[src/logic/iox_defines.svh]
`ifndef IOX_DEFINES_SVH
`define IOX_DEFINES_SVH

// ----------------------------------------------------------------
// Opcode patterns and field positions
// ----------------------------------------------------------------
`define IOX_INCSKIP_MASK 12'hFC0
`define IOX_INCSKIP_PAT 12'h3C0
`define IOX_ORREG_MASK 12'hFC0
`define IOX_ORREG_PAT 12'h100
`define IOX_ORLIT_MASK 12'hF00
`define IOX_ORLIT_PAT 12'hD00
`define IOX_DEST_BIT 5
`define IOX_ADDR_MSB 4
`define IOX_LIT_MSB 7

// ----------------------------------------------------------------
// Reset values
// ----------------------------------------------------------------
`define IOX_ACC_RST 8'h00
`define IOX_NIL_RST 1'h0
`define IOX_FILE_RST 8'h00
`define IOX_FILE_DEPTH 32

`endif

[src/logic/iox_pkg.sv]
package iox_pkg;

    // Decoded operation class
    typedef enum logic [1:0] {
        IOX_OP_OTHER = 2'b00,
        IOX_OP_INCSKIP = 2'b01,
        IOX_OP_ORLIT = 2'b10,
        IOX_OP_ORREG = 2'b11
    } iox_op_e;

    // Instruction slot handed in by fetch
    typedef struct packed {
        logic valid;
        logic [11:0] word;
    } iox_instr_s;

    // File write request toward the register file
    typedef struct packed {
        logic en;
        logic [4:0] addr;
        logic [7:0] data;
    } iox_fwr_s;

endpackage : iox_pkg

[src/logic/iox_exec.sv]
`timescale 1ns/100ps
`include "iox_defines.svh"

module iox_exec (
    input wire logic ref_clk, // Core clock, 100 MHz
    input wire logic sys_rst, // Async reset, high
    input wire logic ce, // Clock enable, freezes state
    input wire iox_pkg::iox_instr_s instr, // Word from fetch
    output logic [4:0] rd_addr, // File read address
    output logic [7:0] acc, // Accumulator
    output logic nil_flag, // Result-nil status flag
    output logic skip, // High during the no-op slot
    output logic retire, // Pulse per executed word and per no-op slot
    output iox_pkg::iox_fwr_s fwr // File write, registered
);

    // ----------------------------------------------------------------
    // Decode helper
    // ----------------------------------------------------------------
    function automatic iox_pkg::iox_op_e decode(input logic [11:0] w);
        if ((w & `IOX_INCSKIP_MASK) == `IOX_INCSKIP_PAT) begin
            return iox_pkg::IOX_OP_INCSKIP;
        end else if ((w & `IOX_ORLIT_MASK) == `IOX_ORLIT_PAT) begin
            return iox_pkg::IOX_OP_ORLIT;
        end else if ((w & `IOX_ORREG_MASK) == `IOX_ORREG_PAT) begin
            return iox_pkg::IOX_OP_ORREG;
        end else begin
            return iox_pkg::IOX_OP_OTHER;
        end
    endfunction : decode

    // Result-nil test shared by the OR operations and the skip
    function automatic logic is_nil(input logic [7:0] v);
        return (v == 8'h00);
    endfunction : is_nil

    // Bitwise inclusive OR of the accumulator and one operand
    function automatic logic [7:0] or_byte(input logic [7:0] a,
        input logic [7:0] b);
        return a | b;
    endfunction : or_byte

    // Eight-bit increment; the carry out is dropped on purpose
    function automatic logic [7:0] inc_byte(input logic [7:0] v);
        logic [8:0] sum;
        sum = {1'b0, v} + 9'h001;
        return sum[7:0];
    endfunction : inc_byte

    // ----------------------------------------------------------------
    // Pipeline state and architectural registers
    // ----------------------------------------------------------------
    // Two-stage pipe: stage 1 reads file, stage 2 executes
    typedef enum logic [0:0] {
        IOX_RUN = 1'b0,
        IOX_SKIP = 1'b1
    } iox_state_e;

    iox_state_e state_q, state_d;
    iox_pkg::iox_instr_s ex_q, ex_d;
    iox_pkg::iox_fwr_s fwr_q, fwr_d;
    logic [7:0] acc_q, acc_d;
    logic nil_q, nil_d;
    logic retire_q, retire_d;
    logic [7:0] file_data; // File word for the word in execute
    logic [7:0] result; // Result of the word in execute
    logic res_nil; // Result is all zeros
    logic do_exec; // Execute slot holds a live word
    logic wr_acc; // Result goes to the accumulator
    logic wr_file; // Result goes back to the file
    logic take_skip; // Wrapped increment, drop the follower
    logic dest_sel; // Target select bit of the word
    logic [4:0] fld_addr; // File address field
    logic [7:0] fld_lit; // Literal field
    iox_pkg::iox_op_e op;

    // ----------------------------------------------------------------
    // Operand fields of the word in execute
    // ----------------------------------------------------------------
    assign dest_sel = ex_q.word[`IOX_DEST_BIT];
    assign fld_addr = ex_q.word[`IOX_ADDR_MSB:0];
    assign fld_lit = ex_q.word[`IOX_LIT_MSB:0];
    assign op = decode(ex_q.word);

    // ----------------------------------------------------------------
    // File storage
    // ----------------------------------------------------------------
    iox_file_mem u_mem (
        .ref_clk(ref_clk),
        .sys_rst(sys_rst),
        .ce(ce),
        .rd_addr(instr.word[`IOX_ADDR_MSB:0]),
        .rd_data(file_data),
        .wr(fwr_d)
    );

    // ----------------------------------------------------------------
    // Operation datapath
    // ----------------------------------------------------------------
    // Result and destination of the word in execute
    always_comb begin
        result = 8'h00;
        res_nil = 1'b0;
        wr_acc = 1'b0;
        wr_file = 1'b0;
        take_skip = 1'b0;
        do_exec = ex_q.valid && (state_q == IOX_RUN);
        case (op)
            iox_pkg::IOX_OP_INCSKIP: begin
                result = inc_byte(file_data);
                wr_acc = !dest_sel;
                wr_file = dest_sel;
                take_skip = is_nil(result);
            end
            iox_pkg::IOX_OP_ORLIT: begin
                result = or_byte(acc_q, fld_lit);
                wr_acc = 1'b1;
            end
            iox_pkg::IOX_OP_ORREG: begin
                result = or_byte(acc_q, file_data);
                wr_acc = !dest_sel;
                wr_file = dest_sel;
            end
            default: begin
                result = 8'h00;
            end
        endcase
        res_nil = is_nil(result);
    end

    // ----------------------------------------------------------------
    // Pipeline control
    // ----------------------------------------------------------------
    // Only the follower of a wrapped increment is dropped
    always_comb begin
        state_d = IOX_RUN;
        ex_d = instr;
        case (state_q)
            IOX_SKIP: begin
                // No-op slot; the next fetched word proceeds
                state_d = IOX_RUN;
            end
            default: begin
                if (do_exec && take_skip) begin
                    state_d = IOX_SKIP;
                    ex_d = '0;
                end
            end
        endcase
    end

    // Pipeline registers
    always_ff @(posedge ref_clk or posedge sys_rst) begin
        if (sys_rst) begin
            state_q <= IOX_RUN;
            ex_q <= '0;
        end else if (ce) begin
            state_q <= state_d;
            ex_q <= ex_d;
        end
    end

    // ----------------------------------------------------------------
    // Accumulator, status and file write
    // ----------------------------------------------------------------
    // Commit the result of the word in execute
    always_comb begin
        acc_d = acc_q;
        nil_d = nil_q; // Increment keeps flags
        fwr_d = '0;
        retire_d = 1'b0;
        if (state_q == IOX_SKIP) begin
            retire_d = 1'b1;
        end else if (do_exec) begin
            retire_d = 1'b1;
            if (op == iox_pkg::IOX_OP_ORLIT ||
                op == iox_pkg::IOX_OP_ORREG) begin
                nil_d = res_nil;
            end
            if (wr_acc) begin
                acc_d = result;
            end
            if (wr_file) begin
                fwr_d.en = 1'b1;
                fwr_d.addr = fld_addr;
                fwr_d.data = result;
            end
        end
    end

    // Architectural and output registers
    always_ff @(posedge ref_clk or posedge sys_rst) begin
        if (sys_rst) begin
            acc_q <= `IOX_ACC_RST;
            nil_q <= `IOX_NIL_RST;
            fwr_q <= '0;
            retire_q <= 1'b0;
        end else if (ce) begin
            acc_q <= acc_d;
            nil_q <= nil_d;
            fwr_q <= fwr_d;
            retire_q <= retire_d;
        end
    end

    // Outputs straight from flip-flops
    assign acc = acc_q;
    assign nil_flag = nil_q;
    assign skip = (state_q == IOX_SKIP);
    assign retire = retire_q;
    assign fwr = fwr_q;
    assign rd_addr = ex_q.word[`IOX_ADDR_MSB:0];

endmodule : iox_exec

[src/logic/iox_file_mem.sv]
`timescale 1ns/100ps
`include "iox_defines.svh"

module iox_file_mem (
    input wire logic ref_clk, // Core clock
    input wire logic sys_rst, // Async reset, high
    input wire logic ce, // Clock enable
    input wire logic [4:0] rd_addr, // Read address
    output logic [7:0] rd_data, // Registered read data
    input wire iox_pkg::iox_fwr_s wr // Write request
);

    logic [7:0] mem_q [`IOX_FILE_DEPTH];
    logic [7:0] rd_data_q;

    // ----------------------------------------------------------------
    // Storage and registered read, write-first
    // ----------------------------------------------------------------
    always_ff @(posedge ref_clk or posedge sys_rst) begin
        if (sys_rst) begin
            for (int i = 0; i < `IOX_FILE_DEPTH; i++) begin
                mem_q[i] <= `IOX_FILE_RST;
            end
            rd_data_q <= `IOX_FILE_RST;
        end else if (ce) begin
            if (wr.en) begin
                mem_q[wr.addr] <= wr.data;
            end
            if (wr.en && wr.addr == rd_addr) begin
                rd_data_q <= wr.data;
            end else begin
                rd_data_q <= mem_q[rd_addr];
            end
        end
    end

    assign rd_data = rd_data_q;

endmodule : iox_file_mem

[config.mk]
export PLATFORM = sky130hd
export DESIGN_NAME = iox_exec
export DESIGN_NICKNAME = d
export VERILOG_FILES = /design/src/logic/iox_pkg.sv /design/src/logic/iox_exec.sv /design/src/logic/iox_file_mem.sv
export VERILOG_INCLUDE_DIRS = /design/src /design/src/logic
export SDC_FILE = /design/constraint.sdc
export NUM_CORES = 1
export LEC_CHECK = 0
export BUFFER_PORTS_ARGS = -buffer_cell sky130_fd_sc_hd__buf_2
export CORE_UTILIZATION = 55
export CTS_CLUSTER_DIAMETER = 200
export DETAILED_ROUTE_END_ITERATION = 12
export GPL_TIMING_DRIVEN = 0
export PLACE_DENSITY_LB_ADDON = 0.2
export SETUP_SLACK_MARGIN = 0.2
export SLEW_MARGIN = 20
export SYNTH_ARGS = -nofsm -noshare
export SYNTH_HDL_FRONTEND = slang
export SYNTH_SLANG_ARGS = --single-unit
[constraint.sdc]
create_clock -name ref_clk -period 18.5 [get_ports ref_clk]
set_input_delay 3.7 -clock ref_clk [delete_from_list [all_inputs] [get_ports ref_clk]]
set_output_delay 3.7 -clock ref_clk [all_outputs]
set_load 0.02 [all_outputs]
==> results of run 1 <==
==> state kept, by name (all words and copies together), names as in the netlist <==
signal and cells:
dest_sel 1, ex_q 7, fwr 14, rd_addr 5, nil_flag 1, u_mem.rd_data 8
retire 1, skip 1, acc 8, u_mem.mem_q 256
==> final cells by class <==
cell class	instances	area [um2]
diodes	1	2.50
plain buffers	109	519
clock buffers	49	973
clock inverters	7	38.8
fillers	1991	8950
inverters	10	45.0
multi-input cells	864	5640
flip-flops and latches	302	7560
well taps	324	405
repair buffers	43	260
==> cells in the mapped netlist (10+ instances only) <==
cell,count
mux2_2,24
buf_2,22
clkbuf_1,64
inv_1,10
o21ai_1,200
o2bb2ai_1,16
o21ai_0,54
mux4_2,61
dfrtp_1,302
o22ai_1,32
nor2_1,27
nor3_1,17
nand3_1,20
nand2_1,297
==> worst paths after layout <==
kind                                      start                to  slack, ps  cells after the start
worst max register to register         ex_q[11]  u_mem.mem_q[234]      15290                      7
worst min register to register  u_mem.mem_q[71]   u_mem.mem_q[71]        480                      2
min in group asynchronous               sys_rst           ex_q[6]       3270                      2
max in group asynchronous               sys_rst   u_mem.mem_q[12]      14250                      3
worst max-delay path                   instr[2]  u_mem.rd_data[4]      12520                      8
worst min-delay path            u_mem.mem_q[71]   u_mem.mem_q[71]        480                      2
==> power groups by stage <==
stage / clock, uW / combinational [uW] / sequential [uW]
after floorplan: 0 / 59.9 / 687
after global placement: 0 / 86.6 / 687
after detailed placement: 0 / 89.1 / 686
after CTS: 623 / 89.6 / 675
after global routing: 648 / 97.8 / 676
final: 621 / 89.6 / 675
==> routing by layer <==
metal / GRT usage / routed length (um)
met1: 0.447 / 16600
met2: 0.489 / 18000
met3: 0.0673 / 3180
met4: 0.122 / 1660
met5: 0 / 0
==> per-stage QoR <==
step	power, uW	worst slack, ps	instance area (um2)	std cells	hold slack [ps]
6_report	1390	12520	15400	1709	477
5_1_grt	1420	12490	15400	1708	501
4_1_cts	1390	12640	15400	1708	480
3_5_place_dp	776	12080	14400	1652	465
3_3_place_gp	773	3280	14400	1650	457
2_1_floorplan	747	6450	13700	1285	445
==> worst reg2reg max path: stages, from the launching register on <==
cell	delay, ps
dfrtp_1	450
nor3b_2	400
o2111ai_2	300
nor3_2	860
o21ai_1	500
clkbuf_1	370
nand2_1	130
o21ai_1	70
==> cells by family after synthesis <==
family,Yosys count,synth area share
buf+inv,119,0.0405
fa+ha+maj,2,0.00182
simple gates,418,0.134
xor+xnor,10,0.00637
compound gates,338,0.139
mux,96,0.128
flops,302,0.550
==> placed cells by master (no fill, tap or decap), types with 6 or more instances in the layout <==
master | Yosys | final
clkbuf_16 | 0 | 31
nand2_1 | 297 | 297
clkbuf_8 | 0 | 13
buf_6 | 7 | 7
o221ai_1 | 7 | 7
inv_1 | 10 | 9
nand2b_1 | 7 | 7
nor3_1 | 17 | 17
buf_1 | 8 | 8
nor2_1 | 27 | 27
dfrtp_1 | 302 | 302
xnor2_1 | 7 | 7
mux2i_1 | 7 | 7
mux2_2 | 24 | 24
buf_4 | 8 | 8
nor3_2 | 6 | 6
mux4_2 | 61 | 61
buf_2 | 22 | 63
o21ai_1 | 200 | 200
o2bb2ai_1 | 16 | 16
o22ai_1 | 32 | 32
clkinv_2 | 0 | 6
nand3_1 | 20 | 20
clkbuf_1 | 64 | 69
o21ai_0 | 54 | 54
a21oi_1 | 6 | 6
==> metrics.csv, run 1 <==
metric,value,unit
outcome,finished clean,
syn_nets,1303,
path_delay_family,buffers and inverters,
wl_per_cell,23.1,um
synth_seq_cells,302,
syn_area_per_cell,10.7,um2
critical_path_class,primary input to flip-flop,
die_area,25600,um2
combPwrFrac,0.065,
clockPowerShare,0.448,
core-area,24400,um2
gp_congestion,0.911,
tightest_slew,1070,ps
hpwl,27300,um
drv_slew,0,
min_period,5980,ps
p_leak,0.00664,uW
rsz0062_at_grt,false,
cts_resized,0,
synth_cells,1285,
fin_nets,1379,
drt-vias-per-instance,6.18,
drc_errors,0,
synth_edf_count,0,
yosys-top-cells-area,"dfrtp_1 55%, mux4_2 10%, nand2_1 8.1%, o21ai_1 7.3%, o21ai_0 2.0%",
critical_path.cell_chain,buf_2 -> buf_1 -> clkbuf_1 -> mux4_2 -> o22ai_1 -> nor2_1 -> nand3_1 -> o221ai_1,
clk_latency,570,ps
synth_seq_area_share,0.550,
pin_count,46,
ctsHoldBuffers,0,
maxCapViolations,0,
cts_setup_buffers,0,
finalWirelength,39400,um
overflow,0,
slew_headroom,0.287,
grt_pass1_vias,10600,
synth_area,13700,um2
h-tree-depth,1,
endpoint_kind,flip-flop,
die_h,160,um
portBuffers,41,
clock-root-buffer,clkbuf_16,
switching_share,0.240,
floorplan.initialDensity,0.564,
cp_slowest_cell,buf_1,
drt_pass1_iterations,7,
path_buf_inv,3,
drt_iter0_drc,1176,
area_delta_synth_final,12.3,%
grt_first_pass_wirelength,62200,um
switchingPower,332,uW
ir_drop,0.0713,mV
final.setup.tns,0,ps
required,18920,ps
cp_max_fo,10,
layout-drive-gt1-share,0.170,
cts.sinks,302,
antenna_found_initial,1,
antenna_left,0,
min_period_over_period,0.323,
clock_path_buffers,3,
ys_types,62,
ys_async_sr_fraction,1.00,
skew,17.2,ps
cts_tree,yes,
rows,57,
seqPwrFrac,0.487,
p_per_area,89.7,nW/um2
fin_util,0.633,
vias,10600,
clkTransAtPathRegs,60,ps
synth.largest_area_cell,dfrtp_1,
synth_top_area_frac,0.550,
cts_buffers,31,
min_path_type,flip-flop to flip-flop,
final-setup-viol-count,0,
finalHoldViolCount,0,
start_kind,primary input,
grt_max_degree,108,
max_stage_delay,710,ps
critPathArrivalTime,6400,ps
p_int,1050,uW
synthFlopType,dfrtp_1,
die_w,160,um
yosysWarningCount,0,
grt_use_total,0.318,
fmax,167,MHz
(Power assumes the default switching activity.)
==> run 2, diff against run 1 <==
==> constraint.sdc (replaced) <==
create_clock -name ref_clk -period 6.1 [get_ports ref_clk]
set_input_delay 1.22 -clock ref_clk [delete_from_list [all_inputs] [get_ports ref_clk]]
set_output_delay 1.22 -clock ref_clk [all_outputs]
set_load 0.02 [all_outputs]
==> metrics.csv, run 2 (synthesis gave the netlist of run 1 again) <==
metric,value,unit,change
area_delta_synth_final,14.0,%,
drt_pass1_iterations,5,,-2
tightest_slew,998,ps,-70.6 ps
dpl_cell_area,14600,um2,+1.1%
fin_util,0.643,,+0.00954
min_path_type,flip-flop to flip-flop,,
min_period,3490,ps,
postLayoutCellArea,15700,um2,+1.5%
fill_cells,1945,,-2.3%
cp_max_fo,10,,unchanged
core-area,24400,um2,unchanged
pin_count,46,,unchanged
clk_latency,580,ps,about the same
required,6530,ps,-12390 ps
drv_slew,0,,unchanged
hold_slack,476,ps,-0.669 ps
grt_max_degree,34,,-69%
ctsHoldBuffers,0,,unchanged
vias,10700,,+0.96%
gp_congestion,0.927,,+1.7%
min_period_over_period,0.572,,
cts_tree,yes,,
cts_setup_buffers,0,,unchanged
final_common_cell,dfrtp_1,,
grt_use_total,0.318,,+0.000435
largest_register,u_mem.mem_q,,
drt-vias-per-instance,6.21,,+0.49%
wl_per_cell,22.8,um,-1.0%
drc_errors,0,,unchanged
portBuffers,41,,unchanged
finalHoldViolCount,0,,unchanged
antenna_found_initial,0,,-1
die_h,160,um,unchanged
start_kind,primary input,,
p_leak,0.00674,uW,+1.5%
endpoint_kind,flip-flop,,
cts.sinks,302,,unchanged
grt_first_pass_wirelength,62200,um,about the same
fmax,287,MHz,
clkTransAtPathRegs,60,ps,about the same
p_per_area,277,nW/um2,+210%
fin_nets,1387,,+0.58%
layout-drive-gt1-share,0.173,,+0.00321
overflow,0,,unchanged
rsz0062_at_grt,false,,
finalPower,4340,uW,+210%
floorplan.initialDensity,0.564,,unchanged
clock-root-buffer,clkbuf_16,,
largest_register_ffs,256,,unchanged
antenna_cells,0,,-1
ir_drop,0.225,mV,+220%
cts_buffers,31,,unchanged
die_area,25600,um2,unchanged
hpwl,27800,um,+1.8%
final-setup-viol-count,0,,unchanged
maxCapViolations,0,,unchanged
clock_path_buffers,3,,unchanged
h-tree-depth,1,,unchanged
cts_resized,0,,unchanged
place_ws,2120,ps,-9960 ps
critical_path_class,primary input to flip-flop,,
drt_iter0_drc,989,,-16%
final_cell_mix,"302 x dfrtp_1, 297 x nand2_1, 200 x o21ai_1",,
die_w,160,um,unchanged
outcome,finished clean,,
rows,57,,unchanged
skew,11.5,ps,-5.70 ps
critPathArrivalTime,3910,ps,-2490 ps
grt_pass1_vias,10700,,+1.0%
slew_headroom,0.331,,+0.0434
finalWirelength,39200,um,-0.55%
fin_ws,2610,ps,-9900 ps
antenna_left,0,,unchanged
run 2: layout make-up:
type                            count  area, um2  share of cell area
Buffer                            109        519              0.0331
Clock buffer                       51        971              0.0620
Clock inverter                      6        120             0.00766
Inverter                           10       41.3             0.00263
Multi-Input combinational cell    864       5640               0.360
Sequential cell                   302       7560               0.482
Tap cell                          324        405              0.0259
Timing Repair Buffer               51        420              0.0268
run 2: where the power goes:
group | internal, uW | switching [uW] | total (uW)
combinational | 98.2 | 187 | 285
sequential | 2020 | 24.1 | 2050
clock | 1210 | 801 | 2010
run 2: path summary, 6_finish.rpt:
kind / startpoint / to / slack, ps / cells after the start
worst max-delay path: instr[2] / u_mem.rd_data[4] / 2610 / 8
worst min-delay path: fwr[8] / fwr[8] / 480 / 1
worst max register to register: skip / u_mem.mem_q[234] / 2870 / 7
worst min register to register: fwr[8] / fwr[8] / 480 / 1
max in group asynchronous: sys_rst / u_mem.mem_q[51] / 4130 / 6
min in group asynchronous: sys_rst / ex_q[10] / 740 / 2
run 2: through the flow:
step,instances,setup TNS [ps]
after global routing,1717,0
after detailed placement,1660,0
after floorplan,1285,0
after CTS,1717,0
final,1717,0
after global placement,1650,-250710
run 2: critical path, cell delays in order:
cell,delay (ps)
buf_2,180
buf_1,740
clkbuf_1,660
mux4_2,470
o22ai_1,300
nor2_1,120
nand3_1,100
o221ai_1,110
run 2: metal layers:
layer  global-route usage  part of all wire  vias up
met2                0.487              0.46      478
met3               0.0545             0.080       97
li1                     -                 -     4732
met5                    0                 0        -
met1                0.457              0.42     5354
met4                0.128             0.041        0
